`src/design/hub_pkg.sv`:
```
package hub_pkg;
    // Register byte offsets
    localparam logic [7:0] OFS_STATUS = 8'h00;
    localparam logic [7:0] OFS_GPI = 8'h04;
    localparam logic [7:0] OFS_LOCK = 8'h08;
    localparam logic [7:0] OFS_HWPROT = 8'h0c;
    // Status register fields
    localparam int STS_GPI_LSB = 0;
    localparam int STS_ID_LSB = 5;
    localparam int STS_MUX_BIT = 9;
    localparam int STS_RDARR_BIT = 10;
    // Array geometry
    localparam int BLOCKS = 16;
    localparam int ADDR_BITS = 20;
    localparam int ROW_BITS = 11;
    localparam int COL_BITS = 9;
    localparam int BLK_LSB = 16;
    localparam logic [3:0] TOP_BLOCK = 4'hf;
    localparam logic [3:0] BOOT_ID = 4'h0;
    // Lock reset value, read-array command code, word transfer size
    localparam logic [15:0] LOCK_RESET = 16'hffff;
    localparam logic [7:0] CMD_READ_ARRAY = 8'hff;
    localparam logic [2:0] HSIZE_WORD = 3'h2;
    // Hub clock rate in MHz
    localparam int HUB_CLK_MHZ = 33;

    typedef enum logic [2:0] {
        MX_IDLE = 3'b001,
        MX_LOW = 3'b010,
        MX_ISSUE = 3'b100
    } mux_state_type;
endpackage : hub_pkg

```
`src/design/pin_sampler.sv`:
```
`timescale 1ns/1ps
module pin_sampler #(
    parameter int WIDTH = 1
) (
    // Clock and reset
    input wire logic clk,
    input wire logic rst_n,
    input wire logic en,
    // Pin levels
    input wire logic [WIDTH-1:0] din,
    output logic [WIDTH-1:0] prev,
    output logic [WIDTH-1:0] rise
);
    always_ff @(posedge clk or negedge rst_n) begin
        if (!rst_n) begin
            prev <= '1;
        end else if (en) begin
            prev <= din;
        end
    end

    assign rise = din & ~prev;
endmodule : pin_sampler

```
`src/design/hub_strap_protect_mux_port.sv`:
```
`timescale 1ns/1ps
module hub_strap_protect_mux_port
    import hub_pkg::*;
(
    // Clock, reset, enable
    input wire logic hclk,
    input wire logic hresetn,
    input wire logic clk_en,
    // AHB-Lite slave
    input wire logic hsel,
    input wire logic [31:0] haddr,
    input wire logic [1:0] htrans,
    input wire logic hwrite,
    input wire logic [2:0] hsize,
    input wire logic [31:0] hwdata,
    input wire logic hready,
    output logic [31:0] hrdata,
    output logic hreadyout,
    output logic hresp,
    // Board straps and protect pins
    input wire logic init_n,
    input wire logic interface_select,
    input wire logic [3:0] part_select_strap,
    input wire logic [4:0] board_gp_inputs,
    input wire logic top_block_lock_n,
    input wire logic write_protect_n,
    // Multiplexed-address pins
    input wire logic row_col_sel,
    input wire logic [ROW_BITS-1:0] addr_pins,
    input wire logic write_strobe_n,
    input wire logic output_gate_n,
    input wire logic [7:0] data_in,
    output logic [7:0] data_out,
    output logic data_oe_n,
    // Hub cycle requests
    input wire logic hub_req,
    input wire logic [3:0] hub_req_id,
    input wire logic hub_req_write,
    input wire logic [ADDR_BITS-1:0] hub_req_addr,
    input wire logic [7:0] hub_req_data,
    output logic [7:0] hub_read_data,
    output logic hub_oe_n,
    // Array read contents
    input wire logic [7:0] array_rdata,
    // Command interface
    output logic cmd_valid,
    output logic [ADDR_BITS-1:0] cmd_addr,
    output logic [7:0] cmd_data,
    output logic cmd_alter_refused,
    output logic read_array_mode
);

    ////////////////////////////////////////////////////////////////////////
    // Reset, configuration capture

    logic sys_rst_n;
    logic cfg_taken;
    logic mux_mode;
    logic [3:0] strap_id;

    assign sys_rst_n = hresetn & init_n;

    // Straps caught on the first enabled edge after release
    always_ff @(posedge hclk or negedge sys_rst_n) begin
        if (!sys_rst_n) begin
            cfg_taken <= 1'b0;
            mux_mode <= 1'b0;
            strap_id <= BOOT_ID;
        end else if (clk_en && !cfg_taken) begin
            cfg_taken <= 1'b1;
            mux_mode <= interface_select;
            strap_id <= part_select_strap;
        end
    end

    ////////////////////////////////////////////////////////////////////////
    // Protection

    logic [BLOCKS-1:0] lock;

    function automatic logic refuse_alter(input logic [3:0] blk, input logic [BLOCKS-1:0] lk,
                                          input logic top_n, input logic wp_n);
        logic hw;
        hw = 1'b0;
        if (blk == TOP_BLOCK) begin
            hw = ~top_n;
        end else begin
            hw = ~wp_n;
        end
        refuse_alter = hw | lk[blk];
    endfunction : refuse_alter

    ////////////////////////////////////////////////////////////////////////
    // Multiplexed-address write path

    logic ws_prev;
    logic ws_rise;
    logic [ROW_BITS-1:0] row_addr;
    logic [COL_BITS-1:0] col_addr;
    mux_state_type mx_state;
    logic mux_capture;
    logic hub_match;
    logic hub_wr_match;
    logic capture_now;
    logic [ADDR_BITS-1:0] new_addr;
    logic [7:0] new_data;

    pin_sampler #(
        .WIDTH(1)
    ) u_strobe (
        .clk(hclk),
        .rst_n(sys_rst_n),
        .en(clk_en),
        .din(write_strobe_n),
        .prev(ws_prev),
        .rise(ws_rise)
    );

    always_ff @(posedge hclk or negedge sys_rst_n) begin
        if (!sys_rst_n) begin
            row_addr <= '0;
            col_addr <= '0;
        end else if (clk_en && mux_mode) begin
            if (row_col_sel) begin
                row_addr <= addr_pins;
            end else begin
                col_addr <= addr_pins[COL_BITS-1:0];
            end
        end
    end

    always_ff @(posedge hclk or negedge sys_rst_n) begin
        if (!sys_rst_n) begin
            mx_state <= MX_IDLE;
        end else if (clk_en) begin
            case (mx_state)
                MX_IDLE: begin
                    if (cfg_taken && mux_mode && !write_strobe_n) begin
                        mx_state <= MX_LOW;
                    end
                end
                MX_LOW: begin
                    if (ws_rise) begin
                        mx_state <= MX_ISSUE;
                    end
                end
                MX_ISSUE: begin
                    mx_state <= MX_IDLE;
                end
                default: begin
                    mx_state <= MX_IDLE;
                end
            endcase
        end
    end

    assign mux_capture = (mx_state == MX_LOW) && ws_rise;
    assign hub_match = cfg_taken && !mux_mode && hub_req && (hub_req_id == strap_id);
    assign hub_wr_match = hub_match && hub_req_write;
    assign capture_now = clk_en && (mux_capture || hub_wr_match);
    assign new_addr = mux_capture ? {col_addr, row_addr} : hub_req_addr;
    assign new_data = mux_capture ? data_in : hub_req_data;

    // Write address and data held until the next capture; cmd_valid pulses for one cycle
    always_ff @(posedge hclk or negedge sys_rst_n) begin
        if (!sys_rst_n) begin
            cmd_valid <= 1'b0;
            cmd_addr <= '0;
            cmd_data <= '0;
            cmd_alter_refused <= 1'b0;
        end else if (clk_en) begin
            cmd_valid <= capture_now;
            if (capture_now) begin
                cmd_addr <= new_addr;
                cmd_data <= new_data;
                cmd_alter_refused <= refuse_alter(new_addr[BLK_LSB+3:BLK_LSB], lock,
                                                  top_block_lock_n, write_protect_n);
            end
        end
    end

    always_ff @(posedge hclk or negedge sys_rst_n) begin
        if (!sys_rst_n) begin
            read_array_mode <= 1'b1;
        end else if (clk_en && capture_now) begin
            read_array_mode <= (new_data == CMD_READ_ARRAY);
        end
    end

    ////////////////////////////////////////////////////////////////////////
    // Read drivers

    logic mux_drive;

    assign mux_drive = cfg_taken && mux_mode && !output_gate_n && write_strobe_n;

    always_ff @(posedge hclk or negedge sys_rst_n) begin
        if (!sys_rst_n) begin
            data_oe_n <= 1'b1;
            data_out <= '0;
        end else if (clk_en) begin
            data_oe_n <= ~mux_drive;
            data_out <= mux_drive ? array_rdata : 8'h00;
        end
    end

    // Hub logic clocked by hclk standing in for the shared bus clock
    always_ff @(posedge hclk or negedge sys_rst_n) begin
        if (!sys_rst_n) begin
            hub_oe_n <= 1'b1;
            hub_read_data <= '0;
        end else if (clk_en) begin
            hub_oe_n <= ~(hub_match && !hub_req_write);
            hub_read_data <= (hub_match && !hub_req_write) ? array_rdata : 8'h00;
        end
    end

    ////////////////////////////////////////////////////////////////////////
    // AHB-Lite register slave

    logic ahb_wr;
    logic [7:0] ahb_wr_addr;
    logic ahb_take;
    logic lock_wr;
    logic [BLOCKS-1:0] lock_view;
    logic [BLOCKS-1:0] hwprot_view;
    logic [31:0] next_hrdata;

    assign hreadyout = 1'b1;
    assign hresp = 1'b0;
    assign ahb_take = hready && hsel && htrans[1];
    assign lock_wr = ahb_wr && (ahb_wr_addr == OFS_LOCK);
    assign lock_view = lock_wr ? hwdata[BLOCKS-1:0] : lock;

    always_comb begin
        hwprot_view = '0;
        for (int i = 0; i < BLOCKS; i++) begin
            hwprot_view[i] = refuse_alter(4'(i), '0, top_block_lock_n, write_protect_n);
        end
    end

    always_comb begin
        next_hrdata = 32'h0000_0000;
        if (haddr[7:0] == OFS_STATUS && haddr[31:8] == 24'h000000) begin
            next_hrdata[STS_GPI_LSB +: 5] = board_gp_inputs;
            next_hrdata[STS_ID_LSB +: 4] = strap_id;
            next_hrdata[STS_MUX_BIT] = mux_mode;
            next_hrdata[STS_RDARR_BIT] = read_array_mode;
        end else if (haddr[7:0] == OFS_GPI && haddr[31:8] == 24'h000000) begin
            next_hrdata[4:0] = board_gp_inputs;
        end else if (haddr[7:0] == OFS_LOCK && haddr[31:8] == 24'h000000) begin
            next_hrdata[BLOCKS-1:0] = lock_view;
        end else if (haddr[7:0] == OFS_HWPROT && haddr[31:8] == 24'h000000) begin
            next_hrdata[BLOCKS-1:0] = hwprot_view;
        end
    end

    always_ff @(posedge hclk or negedge sys_rst_n) begin
        if (!sys_rst_n) begin
            ahb_wr <= 1'b0;
            ahb_wr_addr <= '0;
            hrdata <= '0;
        end else if (clk_en) begin
            if (hready) begin
                ahb_wr <= ahb_take && hwrite && (hsize == HSIZE_WORD) && (haddr[31:8] == 24'h000000);
                ahb_wr_addr <= haddr[7:0];
                if (ahb_take && !hwrite) begin
                    hrdata <= next_hrdata;
                end
            end
        end
    end

    // Only software writes and reset (hresetn or init_n) move the lock bits
    always_ff @(posedge hclk or negedge sys_rst_n) begin
        if (!sys_rst_n) begin
            lock <= LOCK_RESET;
        end else if (clk_en && lock_wr) begin
            lock <= hwdata[BLOCKS-1:0];
        end
    end
endmodule : hub_strap_protect_mux_port

```
`config.mk`:
```
export PLATFORM = sky130hd
export DESIGN_NAME = hub_strap_protect_mux_port
export DESIGN_NICKNAME = d
export VERILOG_FILES = /design/src/design/hub_pkg.sv /design/src/design/pin_sampler.sv /design/src/design/hub_strap_protect_mux_port.sv
export SDC_FILE = /design/constraint.sdc
export NUM_CORES = 1
export LEC_CHECK = 0
export ABC_AREA = 1
export BUFFER_PORTS_ARGS = -buffer_cell sky130_fd_sc_hd__buf_2
export CORE_UTILIZATION = 35
export CTS_CLUSTER_DIAMETER = 60
export CTS_CLUSTER_SIZE = 24
export DETAILED_ROUTE_END_ITERATION = 16
export MAX_ROUTING_LAYER = met4
export REMOVE_ABC_BUFFERS = 1
export SYNTH_ARGS = -nofsm -noshare
export SYNTH_HDL_FRONTEND = slang
export SYNTH_SLANG_ARGS = --single-unit
```
`constraint.sdc`:
```
create_clock -name hclk -period 4.05 [get_ports hclk]
set_input_delay 0.6075 -clock hclk [delete_from_list [all_inputs] [get_ports hclk]]
set_output_delay 0.6075 -clock hclk [all_outputs]
set_load 0.02 [all_outputs]
```
After elaboration in Yosys (flattened, before gate mapping)
Index checks and enable logic that the tools add are counted.

Bits in registers: 120. Latch bits: 0. RAM bits: 0. ROM bits: 0. Input port bits: 152. Output and inout port bits: 83. Logic and storage cells: 102. Memories: 0.

Add/sub/neg operators: 0. $mul: 0. Div/mod/pow operators: 0. Magnitude comparators: 1. Equality and inequality tests: 12. Shift-type cells: 0. Muxes and demuxes: 19. Bitwise logic cells: 9. Reductions and logical operators: 41.

Operator list (number): 2-to-1 mux 16 bit (3); logical AND 1 bit (26); equality test 8 x 4 -> 1 bit, second input constant (3); zero test 24 bit (1); 2-to-1 mux 8 bit (3); 2-to-1 mux 11 bit (2); 2-to-1 mux 20 bit (1); 2-to-1 mux 5 bit (2); equality test 8 x 3 -> 1 bit, second input constant (1); equality test 8 bit, second input constant (1); zero test 8 bit (1); AND reduction 2 bit (4); equality test 3 x 2 -> 1 bit, second input constant (2); zero test 1 bit (6); 2-to-1 mux 3 bit (2); NOT 1 bit (6); case mux 3 bit (2 select lines) (1); AND reduction 3 bit (2); less-than comparator 4 x 5 -> 1 bit, second input constant (1); binary-select mux 1 bit (select 4 bit) (1); equality test 4 bit (1); equality test 4 bit, second input constant (1); 2-to-1 mux 1 bit (4); inequality test 2 bit, second input constant (2); other kinds (4) (5).

Logic depth before layout (Yosys ltp)
Depth in word-level cells: 10. Gate-level depth with buffers: 13. Mapped depth without buffers: 13.

Hierarchy
A second synthesis with hierarchy kept.

Cells, all modules: 775. Area, all modules: 6124.6 um2.

By module, submodules not included: hub_strap_protect_mux_port (instances 1, cells each 768, area each 6073.3 um2, seq. area each 3002.9 um2); pin_sampler (instances 1, cells each 7, area each 51.3 um2, seq. area each 26.3 um2).

Least setup slack after synthesis
OpenSTA, ideal clock, no wires.

Path kind: in2reg. Start point: in write_strobe_n. End point: reg cmd_alter_refused. Setup time: 0.113 ns. Data arrival time: 1.662 ns. Data required time: 3.937 ns. Slack: 2.275 ns. Stages on the path: 11. Buffers on the path: 2. Path through: inv_1 -> nor2_4 -> nand3_4 -> buf_6 -> a21oi_4 -> buf_6 -> nand2_1 -> nor2_1 -> nand3_1 -> nand2_1 -> inv_1.

Word-level cells in the longest chain between the ends: 8. Elaborated cells between the ends (all ways): 13. Classes of those cells: 1 x eq/ne; 6 x mux; 2 x bitwise; 4 x reduce/logical.

RTL lines: start, declared (line hub_strap_protect_mux_port.sv:30) `input wire logic write_strobe_n,`; AND 1 bit * (line pin_sampler.sv:22) `assign rise = din & ~prev;`; logical AND 1 bit * (line hub_strap_protect_mux_port.sv:157) `assign mux_capture = (mx_state == MX_LOW) && ws_rise;`; 2-to-1 mux 20 bit (line hub_strap_protect_mux_port.sv:161) `assign new_addr = mux_capture ? {col_addr, row_addr} : hub_req_addr;`; equality test 4 bit (line hub_strap_protect_mux_port.sv:85) `if (blk == TOP_BLOCK) begin`; 2-to-1 mux 1 bit (line hub_strap_protect_mux_port.sv:85); 2-to-1 mux 1 bit (line hub_strap_protect_mux_port.sv:173) `if (capture_now) begin`; 2-to-1 mux 1 bit (line hub_strap_protect_mux_port.sv:171) `end else if (clk_en) begin`; OR 1 bit (line hub_strap_protect_mux_port.sv:90) `refuse_alter = hw | lk[blk];`; end signal, assigned (line hub_strap_protect_mux_port.sv:176) `cmd_alter_refused <= refuse_alter(new_addr[BLK_LSB+3:BLK_LSB], lock,`; end, declared (line hub_strap_protect_mux_port.sv:49) `output logic cmd_alter_refused,`.

Mark *: on every way between the ends. The rest lies on a longest branch, timed or not. The select of a mux whose other input is x is not followed. A chain may end at the register's enable or synchronous reset.

Worst setup path after layout
Start point: reg ahb_wr_addr[2]. End point: reg hrdata[12].

Word-level cells in the longest chain between the ends: 6.

RTL lines: start, declared (line hub_strap_protect_mux_port.sv:222) `logic [7:0] ahb_wr_addr;`; start signal, assigned (line hub_strap_protect_mux_port.sv:266) `ahb_wr_addr <= haddr[7:0];`; equality test 8 x 4 -> 1 bit (line hub_strap_protect_mux_port.sv:232) `assign lock_wr = ahb_wr && (ahb_wr_addr == OFS_LOCK);`; logical AND 1 bit (line hub_strap_protect_mux_port.sv:232); 2-to-1 mux 16 bit (line hub_strap_protect_mux_port.sv:233) `assign lock_view = lock_wr ? hwdata[BLOCKS-1:0] : lock;`; 2-to-1 mux 16 bit (line hub_strap_protect_mux_port.sv:251) `end else if (haddr[7:0] == OFS_LOCK && haddr[31:8] == 24'h000000) begin`; 2-to-1 mux 11 bit (line hub_strap_protect_mux_port.sv:249) `end else if (haddr[7:0] == OFS_GPI && haddr[31:8] == 24'h000000) begin`; 2-to-1 mux 5 bit (line hub_strap_protect_mux_port.sv:244) `if (haddr[7:0] == OFS_STATUS && haddr[31:8] == 24'h000000) begin`; end signal, assigned (line hub_strap_protect_mux_port.sv:268) `hrdata <= next_hrdata;`; end, declared (line hub_strap_protect_mux_port.sv:17) `output logic [31:0] hrdata,`.

Every way passes these cells.

==> flow_metrics.env <==
export IMPL_outcome="complete, no violations"
export IMPL_hold_buffers=0
export IMPL_slew_violations=0
export IMPL_initial_core_util_pct=36.08
export IMPL_antenna_left=0
export IMPL_startpoint="ahb_wr_addr[2]$_DFFE_PN0P_"
export IMPL_min_path_type="input pin to async pin"
export IMPL_clock_sinks=120
export IMPL_grt_usage_pct=19.86
export IMPL_layout_cells_non_filler=1196
export IMPL_critPathRequiredTime_ns=4.40
export IMPL_gp_congestion=0.8268
export IMPL_cts_buffer_depth=2
export IMPL_cp_common_cell="nand2_1"
export IMPL_slowest_stage="nand3_1"
export IMPL_p_leak_nw=4.128
export IMPL_setup_viol=0
export IMPL_wirelength_microns=16090
export IMPL_post_cts_resized=0
export IMPL_dieArea_sq_mm=0.01774
export IMPL_tightest_slew_ns=1.027
export IMPL_htreeDepth=4
export IMPL_antenna_found_initial=0
export IMPL_synth_cell_types=37
export IMPL_path_delay_family="simple AND/OR/NAND/NOR gates"
export IMPL_die_height_microns=133.2
export IMPL_rr_startpoint="ahb_wr_addr[2]$_DFFE_PN0P_"
export IMPL_postCtsSetupBuffers=0
export IMPL_dr_first_iter_drc_count=262
export IMPL_grt_pass1_wl_microns=26580
export IMPL_rrSetupSlack_ns=1.65
export IMPL_grt_ovfl_total=0
export IMPL_power_density_mw_per_mm2=504.0
export IMPL_cts_tree="built"
export IMPL_synth_cells=770
export IMPL_startpoint_type="flop"
export IMPL_fill_cells=1694
export IMPL_rsz0062_at_grt="no"
export IMPL_root_buffer="clkbuf_16"
export IMPL_crit_chain="nor4_2 -> nand3_1 -> o21ai_0 -> nand2_1 -> nand2_1 -> nand2_1 -> nand2_1"
export IMPL_grt_pass1_vias=5339
export IMPL_nets=1115
export IMPL_io_buffers=199
export IMPL_arrival_ns=2.75
export IMPL_die_w_microns=133.2
export IMPL_cts_buffers=17
export IMPL_worstSetupPathType="flop to flop"
export IMPL_rows=47
export IMPL_placed_cells=1164
export IMPL_finalHoldViolations=0
export IMPL_critical_path_max_stage_delay_ns=0.76
export IMPL_max_slew_margin_pct=31.32
export IMPL_via_count=5513
export IMPL_setup_tns_ns=0
export IMPL_insertedDiodeCount=0
export IMPL_wl_per_cell_microns=13.45
export IMPL_syn_to_final_growth_pct=28.05
export IMPL_max_freq_mhz=415.9
export IMPL_grt_max_degree=72
export IMPL_end_kind="flop"
export IMPL_critPathBufInv=0
export IMPL_ir_drop_mv=0.3025
export IMPL_core_sq_mm=0.01670
export IMPL_synth_seq_area_share_pct=50.27
export IMPL_cts_clk_slew_worst_paths_ns=0.05
export IMPL_syn_avg_cell_area_sq_um=7.826
export IMPL_fin_crit_sh_pct=59.37
export IMPL_crit_path_max_fanout=32
export IMPL_post_route_min_period_ns=2.404
export IMPL_yosys_warnings=0
export IMPL_firstDrtPassIters=4
export IMPL_dpl_hpwl_microns=11610
export IMPL_finClkSkew_ns=0.006621
export IMPL_synth_seq_cells=120
export IMPL_via_per_inst=4.610
export IMPL_drc=0
export IMPL_drive_above_1_share_pct=28.48
export IMPL_netlist_area_sq_mm=0.006026
export IMPL_drv_cap=0
export IMPL_ios=235
export IMPL_insertion_delay_ns=0.41
==> final timing paths <==
check | end | cells after the start
min in group hclk | ahb_wr_addr[1]$_DFFE_PN0P_ | 3
min | row_addr[10]$_DFFE_PN0P_ | 3
max in group asynchronous | lock[7]$_DFFE_PN1P_ | 4
min reg2reg | hub_oe_n$_DFFE_PN1P_ | 2
max | hrdata[12]$_DFFE_PN0P_ | 7
max reg2reg | hrdata[12]$_DFFE_PN0P_ | 7
==> power breakdown <==
group / internal [mW] / switching (mW) / leakage, nW
clock network: 0.995 / 0.526 / 0.287
logic: 0.311 / 0.569 / 2.32
registers: 1.39 / 0.0995 / 1.52
total: 2.69 / 1.19 / 4.13
==> cells by family (layout without fill, tap and decap cells) <==
logic type                count (synthesis)  count (layout)  synth area share, %
AOI/OAI and AO/OA                       119             119                10.63
and+or+nand+nor                         392             392                27.35
other                                     2              18               0.1246
buffers and inverters                   127             317                9.925
muxes                                     7               7                1.267
xor gates and xnor gates                  3               3               0.4361
DFF                                     120             120                50.27
==> Yosys cell counts, drive strengths merged <==
library cell  count  area [sq um]
o31ai             1         7.510
nor4              3         25.02
buf              32         241.5
nand3b            6         45.04
clkinv            1         3.750
dfstp            21         551.8
clkbuf           16         60.06
nor3              4         20.02
mux2i             2         20.02
a31oi            22         137.6
o21ai            86         430.4
mux2              5         56.30
nand4            12         81.33
a21oi             9         56.31
xnor2             1         8.760
dfrtp            99          2477
nor2             62         250.2
nand2           267          1017
xor2              2         17.52
inv              78         292.8
o32ai             1         8.760
nand3            37         202.7
or2               1         6.260
conb              2         7.510
==> worst reg2reg max path, stage by stage, from the launching register on <==
cell	delay (ns)
dfrtp_1	0.39
nor4_2	0.30
nand3_1	0.76
o21ai_0	0.63
nand2_1	0.09
nand2_1	0.07
nand2_1	0.05
nand2_1	0.05
==> metrics by stage <==
stage | instance area (sq um) | worst slack, ns | utilization [%] | total power [mW] | hold slack, ns
after floorplan | 5784 | 0.2566 | - | 2.066 | 0.4495
after global placement | 7123 | 1.429 | 42.65 | 2.379 | 0.4497
after detailed placement | 7123 | 1.385 | 42.65 | 2.399 | 0.4652
after CTS | 7716 | 1.590 | 46.20 | 3.938 | 0.3517
after global routing | 7716 | 1.277 | 46.20 | 4.107 | 0.3908
final | 7716 | 1.646 | 46.20 | 3.889 | 0.3330
==> state kept, by name (all words and copies together), names as in the netlist, 3 cells and up <==
| register | cells |
|---|---|
| cmd_addr | 20 |
| hrdata | 16 |
| lock | 16 |
| row_addr | 11 |
| col_addr | 9 |
| ahb_wr_addr | 8 |
| cmd_data | 8 |
| data_out | 8 |
| hub_read_data | 8 |
| strap_id | 4 |
| mx_state | 3 |
==> placed cells by master, fill, tap and decap left out, types with 3 or more instances in the layout <==
cell       Yosys  layout
a21oi_1        8       8
a31oi_1       22      22
buf_2          7     199
buf_4         20       6
bufinv_16      0       3
clkbuf_1      16       4
clkbuf_16      0      17
clkinv_2       0       4
conb_1         2      18
dfrtp_1       99      99
dfstp_2       21      21
inv_1         74      73
inv_2          4       4
mux2_2         5       5
nand2_1      263     263
nand2_2        3       3
nand3_1       35      35
nand3b_1       6       6
nand4_1       11      11
nor2_1        59      59
nor3_1         4       4
o21ai_0       79      79
o21ai_1        7       7
==> layout make-up <==
type,instances,area [sq um],area share [%]
multi-input cells,539,2459,31.86
clock inverters,9,125.1,1.622
well taps,220,275.3,3.567
clock buffers,23,467.9,6.065
inverters,79,299.0,3.875
repair buffers,206,1061,13.75
flip-flops and latches,120,3029,39.26
==> layer usage <==
layer  part of all wire (%)  global-route usage [%]  vias up
met1                     46                   25.61     2505
met5                      0                       -        -
li1                       -                       -     2806
met4                    1.1                   6.566        0
met3                    5.9                   4.376       13
met2                     47                   30.92      189
Power figures use the tool's default switching activity.
